## src/common/sbwm_map.svh

```systemverilog
// What this block does
// - x8: selects gate nibbles 3:0 and 7:4
// - x18: selects gate bits 8:0 and 17:9
// - all selects high: nothing written
// - x9: one select gates bits 8:0
// - x36: four selects gate four lanes
// - data and selects taken on both phases
// - after reset deselected, read outputs released
// - second word goes to address plus one
// - read data on output clocks, else input pair
// - burst data at cycles t+1 and t+2
// - writes: select at positive rise, address at negative
`ifndef SBWM_MAP_SVH
`define SBWM_MAP_SVH
`define SBWM_MAX_W      36
`define SBWM_MAX_LN     4
`define SBWM_NIB_W      4
`define SBWM_BYTE_W     9
`define SBWM_ADDR_W     4
`define SBWM_FIFO_DEPTH 8
`define SBWM_STRAP_WAIT 2'h3
`endif

```

## src/common/sbwm_pkg.sv

```systemverilog
`include "sbwm_map.svh"
package sbwm_pkg;
  typedef struct packed {
    logic k;
    logic kn;
    logic c;
    logic cn;
  } sbwm_clks_t;

  typedef struct packed {
    logic                     read_port_select_n;
    logic                     write_port_select_n;
    logic [`SBWM_ADDR_W-1:0]  addr;
    logic [`SBWM_MAX_W-1:0]   data;
    logic [`SBWM_MAX_LN-1:0]  byte_lane_write_select_n;
  } sbwm_pins_t;

  typedef struct packed {
    logic [`SBWM_ADDR_W-1:0]  addr;
    logic [`SBWM_MAX_W-1:0]   w0;
    logic [`SBWM_MAX_LN-1:0]  m0;
    logic [`SBWM_MAX_W-1:0]   w1;
    logic [`SBWM_MAX_LN-1:0]  m1;
  } sbwm_burst_t;

  typedef enum logic [1:0] {WR_IDLE, WR_HALF, WR_PUSH} sbwm_wr_state_t;
  typedef enum logic [2:0] {RD_IDLE, RD_T, RD_T1, RD_Q0, RD_Q1} sbwm_rd_state_t;
endpackage : sbwm_pkg

```

## src/design/sbwm_core.sv

```systemverilog
`timescale 1ns/1ps
`default_nettype none
`include "sbwm_map.svh"
module sbwm_core #(
  parameter int W = 18
) (
  input  wire logic                 i_sys_clk,   // 250 MHz core clock
  input  wire logic                 i_resetn,    // async reset, active low
  input  wire logic                 i_ce,        // clock enable, freezes state
  input  wire sbwm_pkg::sbwm_clks_t i_clks,      // K, K#, C, C# pins
  input  wire sbwm_pkg::sbwm_pins_t i_pins,      // selects, address, data
  output logic                      o_wr_ready,  // burst buffer has room
  output logic [W-1:0]              o_rd_data,   // read data pins
  output logic                      o_rd_oe,     // read data drive enable
  output logic                      o_single_clk // single clock strap seen
);
  import sbwm_pkg::*;

  localparam int LW    = (W == 8) ? `SBWM_NIB_W : `SBWM_BYTE_W;
  localparam int NL    = W / LW;
  localparam int DEPTH = 1 << `SBWM_ADDR_W;
  localparam int BW    = $bits(sbwm_burst_t);

  // pin synchronisers; a third stage on the clocks feeds edge detect
  sbwm_clks_t clk_s1;
  sbwm_clks_t clk_s2;
  sbwm_clks_t clk_prev;
  sbwm_pins_t pin_s1;
  sbwm_pins_t pin_s2;

  always_ff @(posedge i_sys_clk or negedge i_resetn) begin
    if (!i_resetn) begin
      // idle-high reset: a clock pin already high at release is no rise
      clk_s1   <= '1;
      clk_s2   <= '1;
      clk_prev <= '1;
      pin_s1   <= '1;
      pin_s2   <= '1;
    end else if (i_ce) begin
      clk_s1   <= i_clks;
      clk_s2   <= clk_s1;
      clk_prev <= clk_s2;
      pin_s1   <= i_pins;
      pin_s2   <= pin_s1;
    end
  end

  wire logic k_rise;
  wire logic kn_rise;
  wire logic c_rise;
  wire logic cn_rise;
  assign k_rise  = clk_s2.k & ~clk_prev.k;
  assign kn_rise = clk_s2.kn & ~clk_prev.kn;
  assign c_rise  = clk_s2.c & ~clk_prev.c;
  assign cn_rise = clk_s2.cn & ~clk_prev.cn;

  // strap is read a few cycles after release, once the synchronisers hold pin levels
  logic       single;
  logic       strap_done;
  logic [1:0] strap_cnt;

  always_ff @(posedge i_sys_clk or negedge i_resetn) begin
    if (!i_resetn) begin
      strap_cnt  <= '0;
      strap_done <= 1'b0;
      single     <= 1'b0;
    end else if (i_ce && !strap_done) begin
      if (strap_cnt == `SBWM_STRAP_WAIT) begin
        single     <= clk_s2.c & clk_s2.cn;
        strap_done <= 1'b1;
      end else begin
        strap_cnt <= strap_cnt + 1'b1;
      end
    end
  end

  assign o_single_clk = single;

  // output clock events fall back to the input pair in single clock mode
  wire logic oc_rise;
  wire logic ocn_rise;
  assign oc_rise  = single ? k_rise : c_rise;
  assign ocn_rise = single ? kn_rise : cn_rise;

  // ---- write capture ----
  sbwm_wr_state_t wr_state;
  sbwm_burst_t    pend;
  wire logic      wr_start;
  wire logic      fifo_in_ready;

  assign wr_start   = wr_state == WR_IDLE && k_rise && !pin_s2.write_port_select_n;
  assign o_wr_ready = fifo_in_ready;

  always_ff @(posedge i_sys_clk or negedge i_resetn) begin
    if (!i_resetn) begin
      wr_state <= WR_IDLE;
      pend     <= '0;
    end else if (i_ce) begin
      case (wr_state)
        WR_IDLE: begin
          if (wr_start) begin
            pend.w0  <= pin_s2.data;
            pend.m0  <= pin_s2.byte_lane_write_select_n;
            wr_state <= WR_HALF;
          end
        end
        WR_HALF: begin
          if (kn_rise) begin
            pend.addr <= pin_s2.addr;
            pend.w1   <= pin_s2.data;
            pend.m1   <= pin_s2.byte_lane_write_select_n;
            wr_state  <= WR_PUSH;
          end
        end
        WR_PUSH: begin
          // new bursts are ignored until the buffer takes this one
          if (fifo_in_ready) wr_state <= WR_IDLE;
        end
        default: wr_state <= WR_IDLE;
      endcase
    end
  end

  // ---- burst buffer and array commit ----
  logic [BW-1:0]           drain_bits;
  sbwm_burst_t             drain;
  wire logic               drain_valid;
  wire logic               commit;
  wire logic               rd_fetch;
  wire logic [`SBWM_ADDR_W-1:0] caddr;
  wire logic [`SBWM_ADDR_W-1:0] caddr_nx;

  sbwm_fifo #(
    .WIDTH (BW),
    .DEPTH (`SBWM_FIFO_DEPTH)
  ) u_fifo (
    .i_sys_clk (i_sys_clk),
    .i_resetn  (i_resetn),
    .i_ce      (i_ce),
    .i_valid   (wr_state == WR_PUSH),
    .o_ready   (fifo_in_ready),
    .i_data    (pend),
    .o_valid   (drain_valid),
    .i_ready   (!rd_fetch),
    .o_data    (drain_bits)
  );

  // commit yields to a read fetch so the read sees a settled array
  assign drain    = sbwm_burst_t'(drain_bits);
  assign commit   = drain_valid & ~rd_fetch;
  assign caddr    = drain.addr;
  assign caddr_nx = caddr + `SBWM_ADDR_W'(1);

  logic [W-1:0]      mem [DEPTH];
  wire logic [W-1:0] old0;
  wire logic [W-1:0] old1;
  wire logic [W-1:0] merged0;
  wire logic [W-1:0] merged1;
  assign old0 = mem[caddr];
  assign old1 = mem[caddr_nx];

  sbwm_lane_merge #(
    .W  (W),
    .LW (LW),
    .NL (NL)
  ) u_merge0 (
    .i_old   (old0),
    .i_new   (drain.w0[W-1:0]),
    .i_sel_n (drain.m0[NL-1:0]),
    .o_word  (merged0)
  );

  sbwm_lane_merge #(
    .W  (W),
    .LW (LW),
    .NL (NL)
  ) u_merge1 (
    .i_old   (old1),
    .i_new   (drain.w1[W-1:0]),
    .i_sel_n (drain.m1[NL-1:0]),
    .o_word  (merged1)
  );

  // both words land in one cycle so a read never sees half a burst
  always_ff @(posedge i_sys_clk) begin
    if (i_ce && commit) begin
      mem[caddr]    <= merged0;
      mem[caddr_nx] <= merged1;
    end
  end

  // ---- read path, kept to the output timing the write side relies on ----
  sbwm_rd_state_t           rd_state;
  logic [`SBWM_ADDR_W-1:0]  raddr;
  wire logic [`SBWM_ADDR_W-1:0] raddr_nx;
  wire logic                rd_start;
  wire logic [W-1:0]        word_a0;
  wire logic [W-1:0]        word_a1;
  wire logic [W-1:0]        rd_word;

  assign rd_start = rd_state == RD_IDLE && strap_done && k_rise && !pin_s2.read_port_select_n;
  assign raddr_nx = raddr + `SBWM_ADDR_W'(1);
  assign word_a0  = mem[raddr];
  assign word_a1  = mem[raddr_nx];
  assign rd_word  = (rd_state == RD_T1) ? word_a0 : word_a1;
  assign rd_fetch = (rd_state == RD_T1 && ocn_rise) || (rd_state == RD_Q0 && oc_rise);

  always_ff @(posedge i_sys_clk or negedge i_resetn) begin
    if (!i_resetn) begin
      rd_state  <= RD_IDLE;
      raddr     <= '0;
      o_rd_data <= '0;
      o_rd_oe   <= 1'b0;
    end else if (i_ce) begin
      case (rd_state)
        RD_IDLE: begin
          if (rd_start) begin
            raddr    <= pin_s2.addr;
            rd_state <= RD_T;
          end
        end
        RD_T: begin
          if (k_rise) rd_state <= RD_T1;
        end
        RD_T1: begin
          if (ocn_rise) begin
            o_rd_data <= rd_word;
            o_rd_oe   <= 1'b1;
            rd_state  <= RD_Q0;
          end
        end
        RD_Q0: begin
          if (oc_rise) begin
            o_rd_data <= rd_word;
            rd_state  <= RD_Q1;
          end
        end
        RD_Q1: begin
          // release after one more output clock rise
          if (ocn_rise) begin
            o_rd_oe  <= 1'b0;
            rd_state <= RD_IDLE;
          end
        end
        default: rd_state <= RD_IDLE;
      endcase
    end
  end
endmodule : sbwm_core
`default_nettype wire

```

## src/design/sbwm_fifo.sv

```systemverilog
`timescale 1ns/1ps
`default_nettype none
module sbwm_fifo #(
  parameter int WIDTH = 8,
  parameter int DEPTH = 8
) (
  input  wire logic             i_sys_clk, // core clock
  input  wire logic             i_resetn,  // async reset, low
  input  wire logic             i_ce,      // clock enable
  input  wire logic             i_valid,   // fill side valid
  output logic                  o_ready,   // fill side ready
  input  wire logic [WIDTH-1:0] i_data,    // fill data
  output logic                  o_valid,   // drain side valid
  input  wire logic             i_ready,   // drain side ready
  output logic      [WIDTH-1:0] o_data     // drain data
);
  localparam int AW = $clog2(DEPTH);
  logic [WIDTH-1:0] mem [DEPTH];
  logic [AW-1:0]    wr_idx;
  logic [AW-1:0]    rd_idx;
  logic [AW:0]      count;
  wire logic        push;
  wire logic        pop;

  assign o_ready = count != (AW+1)'(DEPTH);
  assign o_valid = count != '0;
  assign push    = i_valid & o_ready;
  assign pop     = o_valid & i_ready;
  assign o_data  = mem[rd_idx];

  always_ff @(posedge i_sys_clk or negedge i_resetn) begin
    if (!i_resetn) begin
      wr_idx <= '0;
      rd_idx <= '0;
      count  <= '0;
    end else if (i_ce) begin
      if (push) wr_idx <= (wr_idx == AW'(DEPTH-1)) ? '0 : wr_idx + 1'b1;
      if (pop) rd_idx <= (rd_idx == AW'(DEPTH-1)) ? '0 : rd_idx + 1'b1;
      count <= count + (AW+1)'(push) - (AW+1)'(pop);
    end
  end

  always_ff @(posedge i_sys_clk) begin
    if (i_ce && push) mem[wr_idx] <= i_data;
  end
endmodule : sbwm_fifo
`default_nettype wire

```

## src/design/sbwm_lane_merge.sv

```systemverilog
`timescale 1ns/1ps
`default_nettype none
module sbwm_lane_merge #(
  parameter int W  = 18,
  parameter int LW = 9,
  parameter int NL = 2
) (
  input  wire logic [W-1:0]  i_old,   // word now in the array
  input  wire logic [W-1:0]  i_new,   // word from the bus
  input  wire logic [NL-1:0] i_sel_n, // lane selects, low writes
  output logic      [W-1:0]  o_word   // merged word
);
  genvar g;
  for (g = 0; g < NL; g++) begin : g_lane
    assign o_word[g*LW +: LW] = i_sel_n[g] ? i_old[g*LW +: LW] : i_new[g*LW +: LW];
  end
endmodule : sbwm_lane_merge
`default_nettype wire

```

## config.mk

```make
export PLATFORM = sky130hd
export DESIGN_NAME = sbwm_core
export DESIGN_NICKNAME = d
export VERILOG_FILES = /design/src/common/sbwm_pkg.sv /design/src/design/sbwm_core.sv /design/src/design/sbwm_fifo.sv /design/src/design/sbwm_lane_merge.sv
export VERILOG_INCLUDE_DIRS = /design/src /design/src/common
export SDC_FILE = /design/constraint.sdc
export NUM_CORES = 1
export LEC_CHECK = 0
export BUFFER_PORTS_ARGS = -buffer_cell sky130_fd_sc_hd__buf_2
export CAP_MARGIN = 20
export CORE_ASPECT_RATIO = 1.1
export CORE_MARGIN = 4
export CORE_UTILIZATION = 57
export DETAILED_ROUTE_END_ITERATION = 8
export MAX_ROUTING_LAYER = met4
export PLACE_DENSITY = 0.76
export SLEW_MARGIN = 20
export SYNTH_ARGS = -nofsm -noshare
export SYNTH_HDL_FRONTEND = slang
export SYNTH_SLANG_ARGS = --single-unit
export TNS_END_PERCENT = 5
```

## constraint.sdc

```tcl
create_clock -name i_sys_clk -period 5.7 [get_ports i_sys_clk]
set_clock_uncertainty 0.1 [all_clocks]
set_input_delay 0.285 -clock i_sys_clk [delete_from_list [all_inputs] [get_ports i_sys_clk]]
set_output_delay 0.285 -clock i_sys_clk [all_outputs]
set_load 0.02 [all_outputs]
```

# After elaboration in Yosys (flattened, before gate mapping)
# Memories as Yosys holds them, arrays and structs flattened.
# Index checks and enable logic that the tools add are counted.
# Widths: inputs -> output; s select.
[word_totals]
register_bits = 230
ramBits = 960
out_inout_bits = 21
word_cells = 147
memories = 2
[mem_list]
columns = ["name", "words", "width", "rd", "rd_ports_with_merged_regs", "wr", "line", "source"]
rows = [
  ["u_fifo.mem", 8, 84, 1, 0, 1, "sbwm_fifo.sv:18", "logic [WIDTH-1:0] mem [DEPTH];"],
  ["mem", 16, 18, 2, 0, 2, "sbwm_core.sv:154", "logic [W-1:0] mem [DEPTH];"],
]
[op_classes]
addsub = 7
n_eq_ne = 22
n_mux = 29
n_bitwise = 14
reduce_logical = 35
[op_table]
columns = ["operator", "n"]
rows = [
  ["$mux 18", 3],
  ["$mux 9", 4],
  ["$pmux 18 s2", 1],
  ["$mux 3", 7],
  ["$ne 2x2->1 const B", 8],
  ["$reduce_and 2->1", 8],
  ["$pmux 3 s5", 1],
  ["$reduce_and 4->1", 3],
  ["$logic_and 1x1->1", 10],
  ["$eq 3x3->1 const B", 3],
  ["$reduce_and 3->1", 3],
  ["$add 4x1->4 const B", 2],
  ["$and 1x1->1", 8],
  ["$mux 1", 8],
  ["$add 3x1->3 const B", 2],
  ["$eq 3x2->1 const B", 2],
  ["$mux 2", 3],
  ["$not 1->1", 6],
  ["$pmux 2 s3", 1],
  ["$reduce_and 6->1", 1],
  ["$add 4x1->4", 1],
  ["$eq 2x2->1 const B", 2],
  ["$logic_not 1->1", 4],
  ["$ne 1x1->1 const B", 4],
  ["other kinds (11)", 12],
]

# Depth between registers and ports, before layout
# Gate-level depths: netlist of run 1.
[logic_depth]
depth_word = 11
ltp_mapped = 12
depth_no_buf = 12

# Modules after synthesis
# A second synthesis of run 1 with hierarchy kept.
[hier_totals]
hier_cells = 2896
hier_area_um2 = 56973.4
[modules_own_cells]
columns = ["mod", "instances", "cells_per_inst", "area_per_inst_um2", "seq_area_each_um2"]
rows = [
  ["sbwm_core", 1, 1815, 30430.4, 14283.7],
  ["sbwm_fifo", 1, 1041, 25957.4, 20429.6],
  ["sbwm_lane_merge", 2, 20, 292.8, 0.0],
]

# Worst setup path before layout of run 1
# No wires, ideal clock.
[synth_timing]
kind = "register -> register"
from = "reg u_fifo.count[2]"
to = "mem u_fifo.mem[0][0] in the netlist's numbering, enable pin"
setup_time_ns = 0.555
arrival_time_ns = 5.346
required_time_ns = 5.045
slack_ns = -0.301
stages_incl_launch_ff = 7
path_buffers = 0
cell_sequence = "dfrtp_1 inv_1 ha_1 nand2_1 and3b_1 nand2_1 nor4_1"
[synth_via]
elab_chain_cells = 5
[synth_rtl]
columns = ["item", "line", "source"]
rows = [
  ["start, declared", "sbwm_fifo.sv:21", "logic [AW:0] count;"],
  ["start signal, assigned", "sbwm_fifo.sv:39", "count <= count + (AW+1)'(push) - (AW+1)'(pop);"],
  ["$ne 4x4->1", "sbwm_fifo.sv:25", "assign o_ready = count != (AW+1)'(DEPTH);"],
  ["via o_wr_ready", "sbwm_core.sv:12", "output logic o_wr_ready,"],
  ["$and 1x1->1", "sbwm_fifo.sv:27", "assign push = i_valid & o_ready;"],
  ["$logic_and 1x1->1", "sbwm_fifo.sv:44", "if (i_ce && push) mem[wr_idx] <= i_data;"],
  ["$mux 1", "sbwm_fifo.sv:44", ""],
  ["$mux 1 (implied by the code)", "sbwm_fifo.sv:44", ""],
  ["end, declared", "sbwm_fifo.sv:18", ""],
]
# The timed path passes the listed nets, and every way through them passes these cells.

==> results of run 1 <==
-- power by group through the flow --
stage               clock network, W  registers, W  logic, W
CTS                          0.00547       0.00888   0.00829
detailed placement                 0       0.00900   0.00821
finish                       0.00539       0.00888   0.00836
floorplan                          0       0.00852   0.00619
global placement                   0       0.00888   0.00795
global route                 0.00573       0.00902   0.00903
-- how the worst max path moves through the flow --
stage / to / slack, ps
2_1_floorplan: u_fifo.mem[2][0] / 870
3_3_place_gp: mem[2][2] / 1430
3_5_place_dp: mem[2][2] / 1420
4_1_cts: mem[2][1] / 1360
5_1_grt: mem[11][8] / 1250
6_report: mem[11][8] / 1430
-- cells by family after synthesis --
logic type / count (synthesis)
simple gates: 203
compound gates: 174
xor+xnor: 3
mux: 698
fa+ha+maj: 13
buf+inv: 190
flops: 790
-- repair_timing --
item	CTS	global route
hold buffers	32	0
endpoints found under the hold margin	85	0
endpoints found under the setup margin	0	0
-- layout make-up --
| cell class | count | area (µm²) |
|---|---|---|
| Sequential cell | 790 | 23100 |
| Fill cell | 4138 | 21800 |
| Multi-Input combinational cell | 1091 | 12600 |
| Clock buffer | 101 | 2150 |
| Timing Repair Buffer | 179 | 1350 |
| Tap cell | 833 | 1040 |
| Clock inverter | 43 | 576 |
| Inverter | 38 | 143 |
-- flip-flops by register name, summed over array words and instances (netlist names), 2 cells and up --
signal and flops:
clk_prev 4, clk_s1 4, clk_s2 4, mem 288
o_rd_data 18, pend 44, pin_s1 26, pin_s2 26
raddr 4, rd_state 3, strap_cnt 2, u_fifo.count 4
u_fifo.mem 352, u_fifo.rd_idx 3, u_fifo.wr_idx 3, wr_state 2
-- stage by stage --
stage	cells	util	setup WS, ps	power, W	cell area (µm²)
floorplan	2071	-	871	0.0147	36400
global placement	2897	0.603	1430	0.0168	37900
detailed placement	2898	0.603	1420	0.0172	37900
CTS	3074	0.652	1360	0.0226	40900
global route	3075	0.652	1250	0.0238	41000
finish	3075	0.652	1430	0.0226	41000
-- layout by cell type (no fill, tap or decap), types with 11 or more instances in the layout --
master,count
a22oi_1,18
buf_2,51
buf_4,91
clkbuf_1,13
clkbuf_16,79
clkinv_2,12
dfrtp_1,82
dfstp_2,64
dlygate4sd3_1,32
edfxtp_1,640
ha_1,11
inv_1,37
mux2_2,118
mux2i_1,341
mux4_2,234
nand2_1,38
nand2b_1,11
nand3_1,29
nor2_1,21
nor2b_1,41
o211ai_1,18
o21ai_0,71
o41ai_1,18
-- per-layer routing --
layer,GRT usage,vias to the layer above,part of all wire
met4,0.0718,0,0.022
met1,0.316,10300,0.40
met3,0.0405,132,0.068
met2,0.408,775,0.51
met5,-,-,0
li1,-,8543,-
==> results.md, run 1 <==
- First-pass DRT Iterations: 5
- Initial Util: 0.580
- Yosys warns: 0
- Insertion delay to the later sink of the worst-skew pair: 640 ps
- Critical path, cell by cell: mux4_2, mux2i_1, and3b_1, nand3_1, o21ai_1
- Ant diodes: 0
- Clk sinks: 790
- GRT Total Usage: 0.245
- Critical path buffers and inverters: 0
- Fmax: 234 MHz
- First-pass GRT wire length: between 100000 and 150000 µm
- Layout area overhead: 12.5%
- # nets final: 2245
- Share of layout cells above drive strength 1: 0.327
- Final setup vio count: 0
- Critical-path top delay cell: dfrtp_4
- Synth top cells by count: 640 x edfxtp_1, 346 x mux2i_1, 234 x mux4_2
- Largest family of logic cells by synthesized area: multiplexers
- # IOs: 74
- Cell area after synthesis: about 36000 µm²
- Cts bufs inserted: 79
- Synth Area in Adders: 0.00467
- Largest net degree at the start of global routing: 134
- 1st-iter DRT viols: 1754
- Final hold vios: 0
- Setup TNS: 0 ps
- Via count: 19.8k
- Synth Area in Compound Gates: 0.0311
- Yosys reg bits: 790
- Die area: 68000 µm²
- Status: complete, no violations
- Clock power share: 0.238
- Drt drc: 0
- Rows: 96
- Yosys cell types: 58
- Clock transition at path regs: about 60 ps
- Measured slew at the worst slew-check pin: 1170 ps
- Reg2reg path depth: 5
- H-tree depth: 3
- Crit Reg-Reg Endpoint: mem[11][8]
- WL final: between 70000 and 80000 µm
- Mux cell area share after synthesis: 0.276
- Initial antenna violation count: 0
- CP Max Fanout: 50
- Syn nets: ~2.1k
- Detail Route Antenna Nets: 0
- Post-route minimum period: 4270 ps
- Vias/cell: 6.42
- Crit path required time: around 5900 ps
- Post-DR wirelength/cell: 25.9 µm
- CORE AREA: 62800 µm²
- Post-Synth Simple-Gate Area: 0.0310
- Post-CTS Resized: 0
- Critical path depth: 5
- Dpl hpwl: ~49000 µm
- Asr flop ratio synth: 0.190
- RSZ-0062 raised after global routing: no
- Die H: 273 µm
- Worst hold path class: in2async
- Count leader, synth: edfxtp_1
- Register share of total power: 0.393
- Post-CTS Setup Inserts: 0
- Startpoint types: register
- Max rail drop VDD: between 0.4 and 0.5 mV
- Slew Viols, Final: 0
- Clock Tree Buf Depth: 3
- Area leader, netlist: edfxtp_1
- TritonCTS clock tree: built
- Max-Cap Viols: 0
- Main flop type after synthesis: edfxtp_1
- WP data arrival: 4410 ps
- Top delay family on crit path: flip-flops
- Share of the synthesized area in the top cell type: 0.528
- Kind of critical path: reg2reg
- Root Buffer: clkbuf_16
- Reg-to-Reg Start: u_fifo.rd_idx[0]
- Pwr dens: around 550 nW/µm²
- Vias in the first global route: 21.0k
- Fin crit share: 0.748
- Synth area leaders: edfxtp_1 53%, mux4_2 14%, mux2i_1 9.5%
- Mean Syn Cell Area: 17.6 µm²
- Setup crit end kind: register
- Worst reg-to-reg setup slack: between 1000 and 1500 ps
- Port-buffer cells: 53
- CP peak stage delay: 1040 ps
- GR Overflow Total: 0
- Sequential fraction of the synthesis area: 0.633
- Final hold slack: between 150 and 200 ps
- GP Congestion: a little over 0.8
- Post-Synthesis Cells: 2071
- Crit path from: u_fifo.rd_idx[0]
- Die W: roughly 250 µm
- Synth Area in XOR/XNOR: 0.000721
- Switching share of power: 0.343
- Leakage power total: 15.8 nW
- Total net switching power: a little under 0.008 W
- Slew HR: 0.215
- Internal power: 0.0149 W
- EDFF count, synth: 640
- Combinational share of power: 0.369
Note: power is estimated with default switching activity, not from simulation.
==> run 2: changes to the inputs <==
Clock period 5.7 ns to 3.6 ns, I/O delays scaled along.
==> run 2 against run 1 <==
Clock-buffer cell count increased by 10. Sequential cell count is the same. Critical path depth rose by 2. Via count is 1.2% higher. Sequential power increased by 57%. Clock power up 43%. Wire length increased by 1.7%. Global-route usage increased by 0.18 points. Design area up 0.17%. Final cell count is 1.5% higher. Highest routed layer unchanged.
==> results.md, run 2 (synthesis gave the netlist of run 1 again) <==
- RSZ-0062 raised after global routing: no
- Power Total: approximately 0.035 W
- Layout area overhead: 12.7%
- Pwr dens: between 800 and 900 nW/µm²
- Most flops, register: u_fifo.mem
- Status: complete, no violations
- WP data arrival: 3540 ps
- Clock transition at path regs: 60 ps
- Final setup vio count: 0
- Fmax: 300 MHz
- First-pass DRT Iterations: 7
- Drt drc: 0
- Initial antenna violation count: 0
- Share of layout cells above drive strength 1: 0.330
- First-pass GRT wire length: 125000 µm
- Cts bufs inserted: 77
- Root Buffer: clkbuf_16
- # IOs: 74
- Detail Route Antenna Nets: 0
- Ant diodes: 0
- GRT Total Usage: 0.246
- Measured slew at the worst slew-check pin: 1020 ps
- Placement Setup Slack: 285 ps
- Most common cell after layout, fill and taps aside: edfxtp_1
- CORE AREA: 62800 µm²
- Slew HR: 0.323
- Max rail drop VDD: 0.489 mV
- Slew Viols, Final: 0
- # nets final: 2293
- Final WS setup: around 270 ps
- 1st-iter DRT viols: 1902
- Largest registers: u_fifo.mem x352, mem x288, pend x44
- Vias/cell: 6.41
- Setup crit end kind: register
- Initial Util: 0.580
- TritonCTS clock tree: built
- Insertion delay to the later sink of the worst-skew pair: 620 ps
- Fill cells: 4164
- Clk sinks: 790
- Post-DR wirelength/cell: 26.0 µm
- Startpoint types: register
- Fin crit share: 0.925
- Clock Tree Buf Depth: 3
- Commonest cells after routing, fill and taps aside: 640 x edfxtp_1, 346 x mux2i_1, 234 x mux4_2
- Max FFs per register: between 300 and 400
- Leakage power total: about 16 nW
- Port-buffer cells: 53
- Vias in the first global route: 20.7k
- GP Congestion: slightly below 0.9
- Dpl hpwl: 51200 µm
- GR Overflow Total: 0
- CP Max Fanout: 31
- Max-Cap Viols: 0
- Via count: 20.0k
- Rows: 96
- Worst hold path class: in2reg
- H-tree depth: 3
- Final hold vios: 0
- Largest net degree at the start of global routing: 99
- Die W: between 200 and 250 µm
- WL final: 81100 µm
- Crit path required time: 3800 ps
- Post-route minimum period: 3330 ps
- Kind of critical path: reg2reg
- Die area: 68000 µm²
- Die H: 273 µm
## run 2: layer usage
metal / vias to the layer above / global-route usage / share of wire
li1: 8663 / - / -
met4: 0 / 0.0752 / 0.026
met5: - / - / 0
met2: 756 / 0.408 / 0.51
met1: 10400 / 0.323 / 0.40
met3: 131 / 0.0366 / 0.066
## run 2: worst max-delay path, stage by stage, from the launching register on
cell and delay, ps:
dfrtp_4 770, mux4_2 580, mux2i_1 270, o211ai_2 310, nor2_2 400, nand2_4 200
o21ai_0 120, buf_4 220
## run 2: path summary, 6_finish.rpt
kind                             startpoint  depth (start not counted)  slack [ps]         endpoint
max                        u_fifo.rd_idx[0]                          7         270      mem[13][11]
min                                    i_ce                          3          70  u_fifo.count[3]
max reg2reg                u_fifo.rd_idx[0]                          7         270      mem[13][11]
min reg2reg                    strap_cnt[0]                          1         370     strap_cnt[0]
max in group asynchronous          i_resetn                          3        2360      clk_prev[1]
min in group asynchronous          i_resetn                          2         120         pend[14]
## run 2: cell type report
class | instances | area, µm² | area share
tap | 833 | 1040 | 0.0254
sequential | 790 | 23100 | 0.562
multi-input combinational | 1091 | 12600 | 0.307
clock inverter | 28 | 269 | 0.00655
timing repair buffer | 229 | 1790 | 0.0436
clock buffer | 111 | 2140 | 0.0520
inverter | 38 | 143 | 0.00348
## run 2: metrics by stage
step	hold slack, ps	util	cells	setup TNS, ps	cell area, µm²
6_report	68.3	0.653	3120	0	41000
5_1_grt	76.8	0.653	3120	0	41000
4_1_cts	30.0	0.653	3120	0	41000
3_5_place_dp	300	0.610	2950	0	38300
3_3_place_gp	297	0.610	2950	0	38300
2_1_floorplan	-216	-	2071	-236360	36400
## run 2: where the power goes
| group | leakage (nW) | switching [W] | internal [W] | total, W |
|---|---|---|---|---|
| logic | 7.17 | 0.00774 | 0.00609 | 0.0138 |
| clock network | 1.16 | 0.00331 | 0.00443 | 0.00773 |
| registers | 7.51 | 0.00128 | 0.0126 | 0.0139 |
| total | 15.8 | 0.0123 | 0.0231 | 0.0354 |
## run 2: repair_timing
item / 4_1_cts / 5_1_grt
buffers inserted: 0 / 0
hold buffers: 31 / 0
resized for setup: 0 / 0
hold endpoints to repair: 100 / 0
